==> src/design/cpd_pkg.sv <==
// Constants and carrier types for the character pattern display refresh block
package cpd_pkg;

    // Register byte offsets on the Wishbone slave
    localparam logic [4:0] CPD_REG_CTRL = 5'h00;
    localparam logic [4:0] CPD_REG_POINTER = 5'h04;
    localparam logic [4:0] CPD_REG_CHAR_ADDR = 5'h08;
    localparam logic [4:0] CPD_REG_CHAR_DATA = 5'h0c;
    localparam logic [4:0] CPD_REG_PAT_ADDR = 5'h10;
    localparam logic [4:0] CPD_REG_PAT_DATA = 5'h14;
    localparam logic [4:0] CPD_REG_STATUS = 5'h18;

    // Control register field positions
    localparam int CPD_CTRL_DISPLAY_BIT = 0;
    localparam int CPD_CTRL_CURSOR_BIT = 1;
    localparam int CPD_CTRL_BLINK_BIT = 2;
    localparam int CPD_CTRL_FONT10_BIT = 3;
    localparam int CPD_CTRL_TWO_LINE_BIT = 4;

    // Values after reset
    localparam logic [6:0] CPD_POINTER_RESET = 7'h00;
    localparam logic [6:0] CPD_CHAR_ADDR_RESET = 7'h00;
    localparam logic [5:0] CPD_PAT_ADDR_RESET = 6'h00;

    // Panel geometry
    localparam int CPD_COMMONS = 16;
    localparam int CPD_SEGMENTS = 40;
    localparam int CPD_DOTS = 5;
    localparam int CPD_CHARS = CPD_SEGMENTS / CPD_DOTS;
    localparam logic [6:0] CPD_LINE1_BASE = 7'h40;
    localparam logic [3:0] CPD_CURSOR_ROW_8 = 4'h7;
    localparam logic [3:0] CPD_CURSOR_ROW_10 = 4'ha;
    localparam logic [3:0] CPD_LAST_COM_1L8 = 4'h7;
    localparam logic [3:0] CPD_LAST_COM_1L10 = 4'ha;
    localparam logic [3:0] CPD_LAST_COM_2L8 = 4'hf;

    // Timing counts: refresh slots per refresh step, frames per blink phase
    localparam int CPD_REFRESH_DIV = 4;
    localparam int CPD_BLINK_FRAMES = 32;

    typedef struct packed {
        logic two_line;
        logic font_5x10;
        logic blink_on;
        logic cursor_on;
        logic display_on;
    } cpd_ctrl_t;

    typedef struct packed {
        logic [7:0] code;
        logic cursor_hit;
        logic use_user;
    } cpd_char_t;

endpackage : cpd_pkg

==> src/design/cpd_refresh.sv <==
// Display refresh engine: pattern fetch, cursor overlay, serial segment drive
//
// Decided for this implementation: the placing of the registers and the Wishbone register port.
`timescale 1ns/1ns

////////////////////////////////////////////////////////////////////////////////
// Notes on behaviour
// - 5x10: code bits 2:1 give pattern address 5:4
// - 5x10: pattern address 3:0 selects the row
// - 5x10: eleventh row ORed with the cursor
// - 5x10 rows 12-16 never shown, stay storage
// - User pattern RAM only when code 7:4 zero
// - 5x10: code bits 0 and 3 ignored
// - Pattern one means lit dot
// - Refresh reads and bus accesses use separate slots
// - Sixteen common and forty segment outputs
// - Unused commons stay non-selected except for one latch after a switch to fewer commons
// - Serial shift starts at last character address
// - Latch when character 0 enters shifter
// - Cursor and blink at address pointer position
// - Pattern bit 4 is the leftmost dot
// - 5x8: code bits 2:0 give address 5:3
// - Display, cursor and blink enable bits
module cpd_refresh #(
    parameter int REFRESH_DIV = cpd_pkg::CPD_REFRESH_DIV,
    parameter int BLINK_FRAMES = cpd_pkg::CPD_BLINK_FRAMES
) (
    input wire logic clk_i,
    input wire logic reset_n_i,
    input wire logic wb_cyc_i,
    input wire logic wb_stb_i,
    input wire logic wb_we_i,
    input wire logic [4:0] wb_adr_i,
    input wire logic [3:0] wb_sel_i,
    input wire logic [31:0] wb_dat_i,
    output logic [31:0] wb_dat_o,
    output logic wb_ack_o,
    output logic [7:0] rom_code_o,
    input wire logic [3:0] rom_row_dummy_i,
    output logic [3:0] rom_row_o,
    input wire logic [4:0] rom_data_i,
    output logic [cpd_pkg::CPD_COMMONS-1:0] common_o,
    output logic [cpd_pkg::CPD_SEGMENTS-1:0] segment_o,
    output logic seg_data_o,
    output logic seg_shift_o,
    output logic seg_latch_o
);

    if (REFRESH_DIV < 1 || REFRESH_DIV > 65535)
    begin : g_bad_div
        $error("REFRESH_DIV out of range");
    end
    if (BLINK_FRAMES < 1 || BLINK_FRAMES > 65535)
    begin : g_bad_blink
        $error("BLINK_FRAMES out of range");
    end

    ////////////////////////////////////////////////////////////////////////////
    // Storage
    logic [7:0] char_ram [0:127];
    logic [7:0] pat_ram [0:63];

    cpd_pkg::cpd_ctrl_t ctrl_q;
    logic [6:0] pointer_q;
    logic [6:0] char_addr_q;
    logic [5:0] pat_addr_q;

    ////////////////////////////////////////////////////////////////////////////
    // Slot and refresh divider
    logic slot_q;
    logic [15:0] div_q;
    logic tick_q;

    always_ff @(posedge clk_i or negedge reset_n_i)
    begin
        if (!reset_n_i)
        begin
            slot_q <= 1'b0;
        end
        else
        begin
            slot_q <= ~slot_q;
        end
    end

    // Divider counts only in refresh slots so the tick lands on one
    always_ff @(posedge clk_i or negedge reset_n_i)
    begin
        if (!reset_n_i)
        begin
            div_q <= 16'h0000;
            tick_q <= 1'b0;
        end
        else if (!slot_q)
        begin
            if (div_q == 16'(REFRESH_DIV - 1))
            begin
                div_q <= 16'h0000;
                tick_q <= 1'b1;
            end
            else
            begin
                div_q <= div_q + 16'h0001;
                tick_q <= 1'b0;
            end
        end
        else
        begin
            tick_q <= tick_q;
        end
    end

    // Refresh step only in even slot, bus access only in odd slot
    logic refresh_en;
    assign refresh_en = tick_q && !slot_q;

    ////////////////////////////////////////////////////////////////////////////
    // Wishbone slave
    logic bus_req;
    logic bus_wr;
    assign bus_req = wb_cyc_i && wb_stb_i && !wb_ack_o && slot_q;
    assign bus_wr = bus_req && wb_we_i && wb_sel_i[0];

    always_ff @(posedge clk_i or negedge reset_n_i)
    begin
        if (!reset_n_i)
        begin
            wb_ack_o <= 1'b0;
        end
        else
        begin
            wb_ack_o <= bus_req;
        end
    end

    always_ff @(posedge clk_i or negedge reset_n_i)
    begin
        if (!reset_n_i)
        begin
            ctrl_q <= '0;
            pointer_q <= cpd_pkg::CPD_POINTER_RESET;
        end
        else if (bus_wr)
        begin
            if (wb_adr_i == cpd_pkg::CPD_REG_CTRL)
            begin
                ctrl_q <= wb_dat_i[4:0];
            end
            if (wb_adr_i == cpd_pkg::CPD_REG_POINTER)
            begin
                pointer_q <= wb_dat_i[6:0];
            end
        end
    end

    // Address registers step after each data access
    always_ff @(posedge clk_i or negedge reset_n_i)
    begin
        if (!reset_n_i)
        begin
            char_addr_q <= cpd_pkg::CPD_CHAR_ADDR_RESET;
            pat_addr_q <= cpd_pkg::CPD_PAT_ADDR_RESET;
        end
        else if (bus_req)
        begin
            if (bus_wr && wb_adr_i == cpd_pkg::CPD_REG_CHAR_ADDR)
            begin
                char_addr_q <= wb_dat_i[6:0];
            end
            else if (wb_adr_i == cpd_pkg::CPD_REG_CHAR_DATA)
            begin
                char_addr_q <= char_addr_q + 7'h01;
            end
            if (bus_wr && wb_adr_i == cpd_pkg::CPD_REG_PAT_ADDR)
            begin
                pat_addr_q <= wb_dat_i[5:0];
            end
            else if (wb_adr_i == cpd_pkg::CPD_REG_PAT_DATA)
            begin
                pat_addr_q <= pat_addr_q + 6'h01;
            end
        end
    end

    // RAM writes; display-off leaves contents alone
    always_ff @(posedge clk_i)
    begin
        if (bus_wr && wb_adr_i == cpd_pkg::CPD_REG_CHAR_DATA)
        begin
            char_ram[char_addr_q] <= wb_dat_i[7:0];
        end
        if (bus_wr && wb_adr_i == cpd_pkg::CPD_REG_PAT_DATA)
        begin
            pat_ram[pat_addr_q] <= wb_dat_i[7:0];
        end
    end

    ////////////////////////////////////////////////////////////////////////////
    // Refresh sequencer
    typedef enum logic [3:0] {
        CPD_ST_CHAR = 4'b0001,
        CPD_ST_PAT = 4'b0010,
        CPD_ST_SHIFT = 4'b0100,
        CPD_ST_LATCH = 4'b1000
    } cpd_state_t;

    cpd_state_t state_q;
    logic [2:0] ch_q;
    logic [2:0] col_q;
    logic [3:0] com_q;
    logic [15:0] frame_q;
    logic blink_phase_q;
    cpd_pkg::cpd_char_t cur_q;
    logic [4:0] user_row_q;
    logic [cpd_pkg::CPD_SEGMENTS-1:0] shreg_q;

    logic [3:0] row;
    logic line1;
    logic [6:0] char_idx;
    logic [5:0] user_idx;
    logic [3:0] last_com;
    logic cursor_row;
    logic [4:0] dots;
    logic [4:0] shown;

    always_comb
    begin
        line1 = ctrl_q.two_line && com_q[3];
        row = ctrl_q.two_line ? {1'b0, com_q[2:0]} : com_q;
        char_idx = (line1 ? cpd_pkg::CPD_LINE1_BASE : 7'h00) + {4'h0, ch_q};
        if (ctrl_q.font_5x10 && !ctrl_q.two_line)
        begin
            user_idx = {cur_q.code[2:1], row};
            cursor_row = (row == cpd_pkg::CPD_CURSOR_ROW_10);
        end
        else
        begin
            user_idx = {cur_q.code[2:0], row[2:0]};
            cursor_row = (row[2:0] == cpd_pkg::CPD_CURSOR_ROW_8[2:0]);
        end
        // Two-line mode always uses 5x8 rows
        if (ctrl_q.two_line)
        begin
            last_com = cpd_pkg::CPD_LAST_COM_2L8;
        end
        else if (ctrl_q.font_5x10)
        begin
            last_com = cpd_pkg::CPD_LAST_COM_1L10;
        end
        else
        begin
            last_com = cpd_pkg::CPD_LAST_COM_1L8;
        end
    end

    // Dot data for the current row, one means lit
    always_comb
    begin
        dots = cur_q.use_user ? user_row_q : rom_data_i;
        shown = dots;
        if (cursor_row && ctrl_q.cursor_on && cur_q.cursor_hit)
        begin
            shown = dots | 5'h1f;
        end
        if (ctrl_q.blink_on && cur_q.cursor_hit && blink_phase_q)
        begin
            shown = 5'h1f;
        end
        if (!ctrl_q.display_on)
        begin
            shown = 5'h00;
        end
    end

    always_ff @(posedge clk_i or negedge reset_n_i)
    begin
        if (!reset_n_i)
        begin
            state_q <= CPD_ST_CHAR;
            ch_q <= 3'(cpd_pkg::CPD_CHARS - 1);
            col_q <= 3'h0;
        end
        else if (refresh_en)
        begin
            unique case (state_q)
                CPD_ST_CHAR:
                begin
                    state_q <= CPD_ST_PAT;
                end
                CPD_ST_PAT:
                begin
                    state_q <= CPD_ST_SHIFT;
                    col_q <= 3'h0;
                end
                CPD_ST_SHIFT:
                begin
                    if (col_q == 3'(cpd_pkg::CPD_DOTS - 1))
                    begin
                        col_q <= 3'h0;
                        if (ch_q == 3'h0)
                        begin
                            state_q <= CPD_ST_LATCH;
                        end
                        else
                        begin
                            ch_q <= ch_q - 3'h1;
                            state_q <= CPD_ST_CHAR;
                        end
                    end
                    else
                    begin
                        col_q <= col_q + 3'h1;
                    end
                end
                CPD_ST_LATCH:
                begin
                    ch_q <= 3'(cpd_pkg::CPD_CHARS - 1);
                    state_q <= CPD_ST_CHAR;
                end
            endcase
        end
    end

    // Character fetch and pattern fetch
    always_ff @(posedge clk_i or negedge reset_n_i)
    begin
        if (!reset_n_i)
        begin
            cur_q <= '0;
            user_row_q <= 5'h00;
            rom_code_o <= 8'h00;
            rom_row_o <= 4'h0;
        end
        else if (refresh_en && state_q == CPD_ST_CHAR)
        begin
            cur_q.code <= char_ram[char_idx];
            cur_q.cursor_hit <= (char_idx == pointer_q);
            cur_q.use_user <= (char_ram[char_idx][7:4] == 4'h0);
        end
        else if (refresh_en && state_q == CPD_ST_PAT)
        begin
            user_row_q <= pat_ram[user_idx][4:0];
            rom_code_o <= cur_q.code;
            rom_row_o <= row;
        end
    end

    // Serial shift, bit 0 first so bit 4 lands leftmost
    always_ff @(posedge clk_i or negedge reset_n_i)
    begin
        if (!reset_n_i)
        begin
            shreg_q <= '0;
            seg_data_o <= 1'b0;
            seg_shift_o <= 1'b0;
        end
        else if (refresh_en && state_q == CPD_ST_SHIFT)
        begin
            shreg_q <= {shreg_q[cpd_pkg::CPD_SEGMENTS-2:0], shown[col_q]};
            seg_data_o <= shown[col_q];
            seg_shift_o <= 1'b1;
        end
        else
        begin
            seg_shift_o <= 1'b0;
        end
    end

    // Latch once character 0 has entered the shifter
    always_ff @(posedge clk_i or negedge reset_n_i)
    begin
        if (!reset_n_i)
        begin
            segment_o <= '0;
            common_o <= '0;
            seg_latch_o <= 1'b0;
            com_q <= 4'h0;
            frame_q <= 16'h0000;
            blink_phase_q <= 1'b0;
        end
        else if (refresh_en && state_q == CPD_ST_LATCH)
        begin
            segment_o <= shreg_q;
            common_o <= 16'h0001 << com_q;
            seg_latch_o <= 1'b1;
            if (com_q >= last_com)
            begin
                com_q <= 4'h0;
                if (frame_q == 16'(BLINK_FRAMES - 1))
                begin
                    frame_q <= 16'h0000;
                    blink_phase_q <= ~blink_phase_q;
                end
                else
                begin
                    frame_q <= frame_q + 16'h0001;
                end
            end
            else
            begin
                com_q <= com_q + 4'h1;
            end
        end
        else
        begin
            seg_latch_o <= 1'b0;
        end
    end

    ////////////////////////////////////////////////////////////////////////////
    // Read data, registered with the acknowledge
    always_ff @(posedge clk_i or negedge reset_n_i)
    begin
        if (!reset_n_i)
        begin
            wb_dat_o <= 32'h0000_0000;
        end
        else if (bus_req)
        begin
            unique case (wb_adr_i)
                cpd_pkg::CPD_REG_CTRL: wb_dat_o <= {27'h0, ctrl_q};
                cpd_pkg::CPD_REG_POINTER: wb_dat_o <= {25'h0, pointer_q};
                cpd_pkg::CPD_REG_CHAR_ADDR: wb_dat_o <= {25'h0, char_addr_q};
                cpd_pkg::CPD_REG_CHAR_DATA: wb_dat_o <= {24'h0, char_ram[char_addr_q]};
                cpd_pkg::CPD_REG_PAT_ADDR: wb_dat_o <= {26'h0, pat_addr_q};
                cpd_pkg::CPD_REG_PAT_DATA: wb_dat_o <= {24'h0, pat_ram[pat_addr_q]};
                cpd_pkg::CPD_REG_STATUS:
                    wb_dat_o <= {11'h0, blink_phase_q, com_q, frame_q};
                default: wb_dat_o <= 32'h0000_0000;
            endcase
        end
    end

endmodule : cpd_refresh

==> config.mk <==
export PLATFORM = sky130hd
export DESIGN_NAME = cpd_refresh
export DESIGN_NICKNAME = d
export VERILOG_FILES = /design/src/design/cpd_pkg.sv /design/src/design/cpd_refresh.sv
export SDC_FILE = /design/constraint.sdc
export NUM_CORES = 2
export LEC_CHECK = 0
export BUFFER_PORTS_ARGS = -buffer_cell sky130_fd_sc_hd__buf_2
export CAP_MARGIN = 0
export CORE_MARGIN = 2
export CORE_UTILIZATION = 45
export CTS_CLUSTER_SIZE = 20
export DETAILED_ROUTE_END_ITERATION = 12
export REMOVE_ABC_BUFFERS = 1
export SYNTH_ARGS = -nofsm -noshare
export SYNTH_HDL_FRONTEND = slang
export SYNTH_SLANG_ARGS = --single-unit
==> constraint.sdc <==
create_clock -name clk_i -period 5 [get_ports clk_i]
set_clock_uncertainty 0.05 [all_clocks]
set_input_delay 1 -clock clk_i [delete_from_list [all_inputs] [get_ports clk_i]]
set_output_delay 1 -clock clk_i [all_outputs]
set_load 0.005 [all_outputs]
# ---- Word-level counts from Yosys, hierarchy flattened
# Memory sizes are Yosys's and may differ from the RTL's. A register that Yosys moved wholly into a read port is not among the register bits.
# Cells that the tools add are included.
dict set report classes {
  addsub 8
  magnitude_cmp 2
  eq_ne 18
  n_shift 1
  n_mux 35
  n_bitwise 3
  n_reduce_logical 41
}
# op count
set ops {}
lappend ops {{$pmux W21 S7} 1}
lappend ops {{$add A16 B1 Y16 const B} 2}
lappend ops {{$mux W16} 2}
lappend ops {{$mux W4} 7}
lappend ops {{$mux W7} 3}
lappend ops {{$logic_and A1 B1 Y1} 20}
lappend ops {{$mux W5} 4}
lappend ops {{$eq A16 B2 Y1 const B} 1}
lappend ops {{$eq A16 B5 Y1 const B} 1}
lappend ops {{$pmux W4 S4} 1}
lappend ops {{$reduce_and A2 Y1} 8}
lappend ops {{$shl A1 B4 Y16 const A} 1}
lappend ops {{$eq A5 B5 Y1 const B} 3}
lappend ops {{$mux W6} 2}
lappend ops {{$pmux W3 S2} 2}
lappend ops {{$eq A5 B4 Y1 const B} 2}
lappend ops {{$mux W1} 9}
lappend ops {{$mux W3} 3}
lappend ops {{$eq A4 B4 Y1 const B} 2}
lappend ops {{$reduce_bool A2 Y1} 4}
lappend ops {{$add A7 B1 Y7 const B} 1}
lappend ops {{$add A7 B3 Y7} 1}
lappend ops {{$eq A7 B7 Y1} 1}
lappend ops {{$add A6 B1 Y6 const B} 1}
lappend ops {{19 further kinds} 26}
dict set report word_totals {
  ff_bits 228
  ram_bits 1536
  word_cells 140
  mem_count 2
}
# name depth width read_ports rd_ports_with_merged_regs wr line
set memory_table {}
lappend memory_table {char_ram 128 8 2 0 1 cpd_refresh.sv:60} ;# logic [7:0] char_ram [0:127];
lappend memory_table {pat_ram 64 8 2 1 1 cpd_refresh.sv:61} ;# logic [7:0] pat_ram [0:63];

# ---- Longest topological paths before layout
dict set report logic_depth {
  word_depth 10
  depth_mapped 11
}

# ---- Worst setup path after synthesis
# No wires, ideal clock.
dict set report synth_timing {
  path_type {input to register}
  startpoint {input wb_adr_i[4]}
  endpoint {memory char_ram[112][0], enable pin}
  setup_ps 370
  arrival_ps 2981
  slack_ps 1599
  cell_stages 7
  cell_sequence {clkbuf_1 -> nor4b_1 -> nand2_1 -> clkbuf_1 -> nor3_1 -> nand3_1 -> nor2_1}
}
dict set report synth_via {
  elab_chain_cells 4
}
# item line
set synth_lines {}
lappend synth_lines {{from (decl)} cpd_refresh.sv:33} ;# input wire logic [4:0] wb_adr_i,
lappend synth_lines {{$eq A5 B4 Y1} cpd_refresh.sv:188} ;# if (bus_wr && wb_adr_i == cpd_pkg::CPD_REG_CHAR_DATA)
lappend synth_lines {{$logic_and A1 B1 Y1} cpd_refresh.sv:188}
lappend synth_lines {{$mux W1} cpd_refresh.sv:188}
lappend synth_lines {{$mux W1 (not written as such)} cpd_refresh.sv:190} ;# char_ram[char_addr_q] <= wb_dat_i[7:0];
lappend synth_lines {{to (decl)} cpd_refresh.sv:60}
# Every way passes these cells.

# ---- Worst setup path after layout
dict set report layout_timing {
  startpoint {input wb_adr_i[4]}
  endpoint {memory char_ram[58][5], enable pin}
}
# Same word-level chain as after synthesis.

==> impl_metrics.py <==
metrics = {
    "flow_run": {
        "drv_cap": 0,
    },
    "synthesis": {
        "postSynthRegisterBits": 1757,
        "synthSimpleGateAreaFrac": 0.0577,
        "synth_edf_count": 1536,
        "synthMuxAreaShare": 0.152,
        "synth_cells": 4216,
        "synth_area_um2": 72800,
        "synthAdderAreaFrac": 0.00292,
        "yosysWarnings": 0,
        "ys_seq_area_frac": 0.710,
        "synth_xor_area_frac": 0.00481,
        "synthFlopType": "edfxtp_1",
        "async_flop_share": 0.126,
        "synth_compound_area_frac": 0.0541,
        "synth_cell_types": 79,
        "synth_top_family_by_area": "multiplexers",
        "avgSynthCellArea_um2": 17.3,
    },
    "floorplan": {
        "initial_utilization": 0.453,
        "core-area_um2": 161000,
        "fp.dieH_um": 406,
        "io_pins": 159,
        "die-area_um2": 165000,
        "die_w_um": 406,
        "num_rows": 147,
    },
    "worst_setup_path": {
        "r2r_cells": 6,
        "worst-path-buf-inv": 1,
        "crit_chain": "buf_2 -> nor4b_1 -> nand2_1 -> nor3_1 -> nand2_1 -> nor2_1",
        "critPathCaptureType": "flip-flop",
        "r2r_slack_ns": 0.71,
        "cpMaxStageDelayCell": "nor3_1",
        "r2r_end": "char_ram[58][5]",
        "critPathKind": "input port to flip-flop",
        "max_stage_delay_ns": 1.11,
        "cp.required_ns": 5.36,
        "cpLargestDelayFamily": "simple AND/OR/NAND/NOR gates",
        "r2r-start": "slot_q",
        "worstSetupStartpointType": "input port",
        "cp_max_fo": 18,
        "path_common_cell": "nand2_1",
        "crit_arrival_ns": 4.70,
    },
    "timing": {
        "maxSlewHeadroom": 0.0225,
        "hold_viol": 0,
        "rsz0062_at_grt": "false",
        "worst_hold_slack_ns": 0.313,
        "finalSetupTns_ns": 0,
        "slew_violations": 0,
        "setup_viol_count_final": 0,
        "setup_slack_ns": 0.656,
        "max_freq_ghz": 0.230,
        "final.min_clock_period_ns": 4.34,
        "worst_pin_slew_ns": 1.45,
        "period_share": 0.869,
    },
    "power_and_ir_drop": {
        "combPwrFrac": 0.058,
        "ir_drop_uv": 376,
        "p_clk_frac": 0.426,
        "sw_frac_of_total": 0.220,
        "p_int_w": 0.0243,
        "power_per_cell_area_nw_per_um2": 378,
        "p_leak_nw": 27.3,
        "p_seq_frac": 0.515,
        "power.switching_w": 0.00686,
    },
    "global_route": {
        "grt_pass1_wl_mm": 281,
        "track_usage": 0.235,
        "overflow": 0,
        "grt_max_degree": 136,
        "grt_pass1_vias": 40025,
        "antenna_found_initial": 4,
    },
    "placement": {
        "io_buffers": 116,
        "dp_hpwl_mm": 124,
        "dp_slack_ns": -0.0893,
        "place_congestion": 0.853,
    },
    "cts": {
        "cts_tree": "done",
        "clk_root_buffer_cell": "clkbuf_16",
        "clk_pin_slew_ns": 0.06,
        "cts_buffers": 180,
        "ctsHoldBuffers": 0,
        "clk-insertion-delay-late_ns": 0.80,
        "clk_path_buf_depth": 3,
        "post_cts_buffers": 0,
        "htree_levels": 4,
        "cts-resized-gates": 0,
        "cts.sinks": 1757,
    },
    "detailed_routing": {
        "route.detailed.drc": 0,
        "drtIter0Drc": 5031,
        "drt-pass1-iter-count": 8,
        "via_per_inst": 6.03,
        "routed_wl_mm": 194,
        "wl_per_cell_um": 28.8,
        "vias": 40760,
        "antenna_left": 0,
    },
    "cells_and_area": {
        "drive_above_1_share": 0.225,
        "fin_nets": 4521,
        "nFillCells": 12981,
        "syn_to_final_growth_pct": 13.3,
    },
    "run_status": {
        "status": "complete, no violations",
    },
    "worst_hold_path": {
        "hp-class": "input port to asynchronous set/reset pin",
    },
}
sequential cells by signal (all words and copies together), names as in the netlist, 6 cells and up:
signal,cells
wb_dat_o,21
shreg_q,40
segment_o,40
pat_ram,512
frame_q,16
rom_code_o,8
pat_addr_q,6
pointer_q,7
char_addr_q,7
common_o,16
div_q,16
cur_q,10
char_ram,1024
logic make-up after synthesis:
group,Yosys count
xor+xnor,40
mux,621
simple gates,921
flops,1757
fa+ha+maj,17
compound gates,555
buf+inv,304
other cells,1
layout make-up:
class / instances / area [um^2] / share of cell area
diodes: 2 / 5.00 / 0.0000607
clock buffers: 227 / 4860 / 0.0589
clock inverters: 102 / 956 / 0.0116
inverters: 26 / 97.6 / 0.00118
multi-input cells: 2165 / 19800 / 0.240
flip-flops and latches: 1757 / 51700 / 0.627
well taps: 2160 / 2700 / 0.0328
repair buffers: 319 / 2350 / 0.0285
power groups by stage:
stage,clock (W),combinational (W),sequential (W)
after global routing,0.0141,0.00191,0.0161
after detailed placement,0,0.00182,0.0164
after CTS,0.0135,0.00182,0.0161
after floorplan,0,0.00104,0.0165
final,0.0133,0.00181,0.0161
after global placement,0,0.00181,0.0164
synthesized netlist by cell type (all sizes together) (14+ instances only):
cell type	count	share of area
o21ai	78	0.0054
o211ai	20	0.0021
nand2	420	0.022
o22ai	57	0.0049
xnor2	22	0.0026
a211oi	30	0.0031
clkbuf	130	0.0067
nor3	15	0.0010
nand2b	26	0.0022
a22o	37	0.0045
mux4	378	0.12
nor2	255	0.013
buf	148	0.011
inv	26	0.0013
xor2	18	0.0022
edfxtp	1536	0.63
a22oi	123	0.013
nand4	20	0.0017
nand3	55	0.0039
ha	17	0.0029
mux2	55	0.0085
a221oi	21	0.0025
a21oi	67	0.0046
o2111ai	23	0.0028
a21o	14	0.0014
nor4b	15	0.0021
dfrtp	217	0.075
mux2i	188	0.026
nor2b	16	0.0014
worst reg2reg max path, cell delays in order (launching register included):
cell,delay [ns]
dfrtp_1,0.60
nand4b_1,0.21
inv_2,0.24
nand3_2,0.38
nor3_1,1.13
nand2_1,0.51
nor2_1,0.78
per-stage QoR:
step,utilization,power [W],instance area [um^2],cells
2_1_floorplan,-,0.0175,71500,3948
3_3_place_gp,0.477,0.0182,76700,6427
3_5_place_dp,0.477,0.0182,76700,6427
4_1_cts,0.514,0.0314,82500,6756
5_1_grt,0.514,0.0321,82500,6756
6_report,0.514,0.0312,82500,6758
placed cells by master (no fill, tap or decap), types with 14 or more instances in the layout:
master,instances
a21oi_1,67
a21o_1,14
buf_2,107
nor2_1,254
a221oi_1,21
o211ai_1,20
a211oi_1,30
clkbuf_16,186
bufinv_16,16
dfrtp_1,208
mux4_2,371
o2111ai_1,23
clkbuf_1,36
buf_4,188
nand2b_1,25
nand4_1,20
xnor2_1,22
nor2b_1,15
clkinv_2,31
xor2_1,18
o22ai_1,57
nand2_1,420
nand3_1,54
edfxtp_1,1536
mux2_2,48
clkinv_1,39
inv_1,22
buf_12,15
a22o_1,37
mux2i_1,188
ha_1,17
a22oi_1,123
o21ai_0,72
layer usage:
| metal | vias up | share of wire | routed length [um] | global-route usage |
|---|---|---|---|---|
| met2 | 1826 | 0.48 | 92500 | 0.373 |
| li1 | 17366 | - | - | - |
| met1 | 21277 | 0.42 | 81000 | 0.334 |
| met3 | 289 | 0.082 | 15900 | 0.0451 |
| met4 | 2 | 0.026 | 5090 | 0.0666 |
| met5 | - | 0.000067 | 13 | 0 |
worst max-delay path by stage:
stage	startpoint	end	slack (ns)	cells after the start
4_1_cts	slot_q	char_ram[122][4]	0.74	6
3_3_place_gp	wb_adr_i[4]	char_ram[121][3]	-0.06	6
5_1_grt	wb_adr_i[4]	char_ram[127][3]	0.51	6
2_1_floorplan	char_addr_q[0]	char_ram[103][0]	-7.04	2
6_report	wb_adr_i[4]	char_ram[58][5]	0.66	6
3_5_place_dp	wb_adr_i[4]	char_ram[122][4]	-0.09	6
Power figures use the tool's default switching activity.
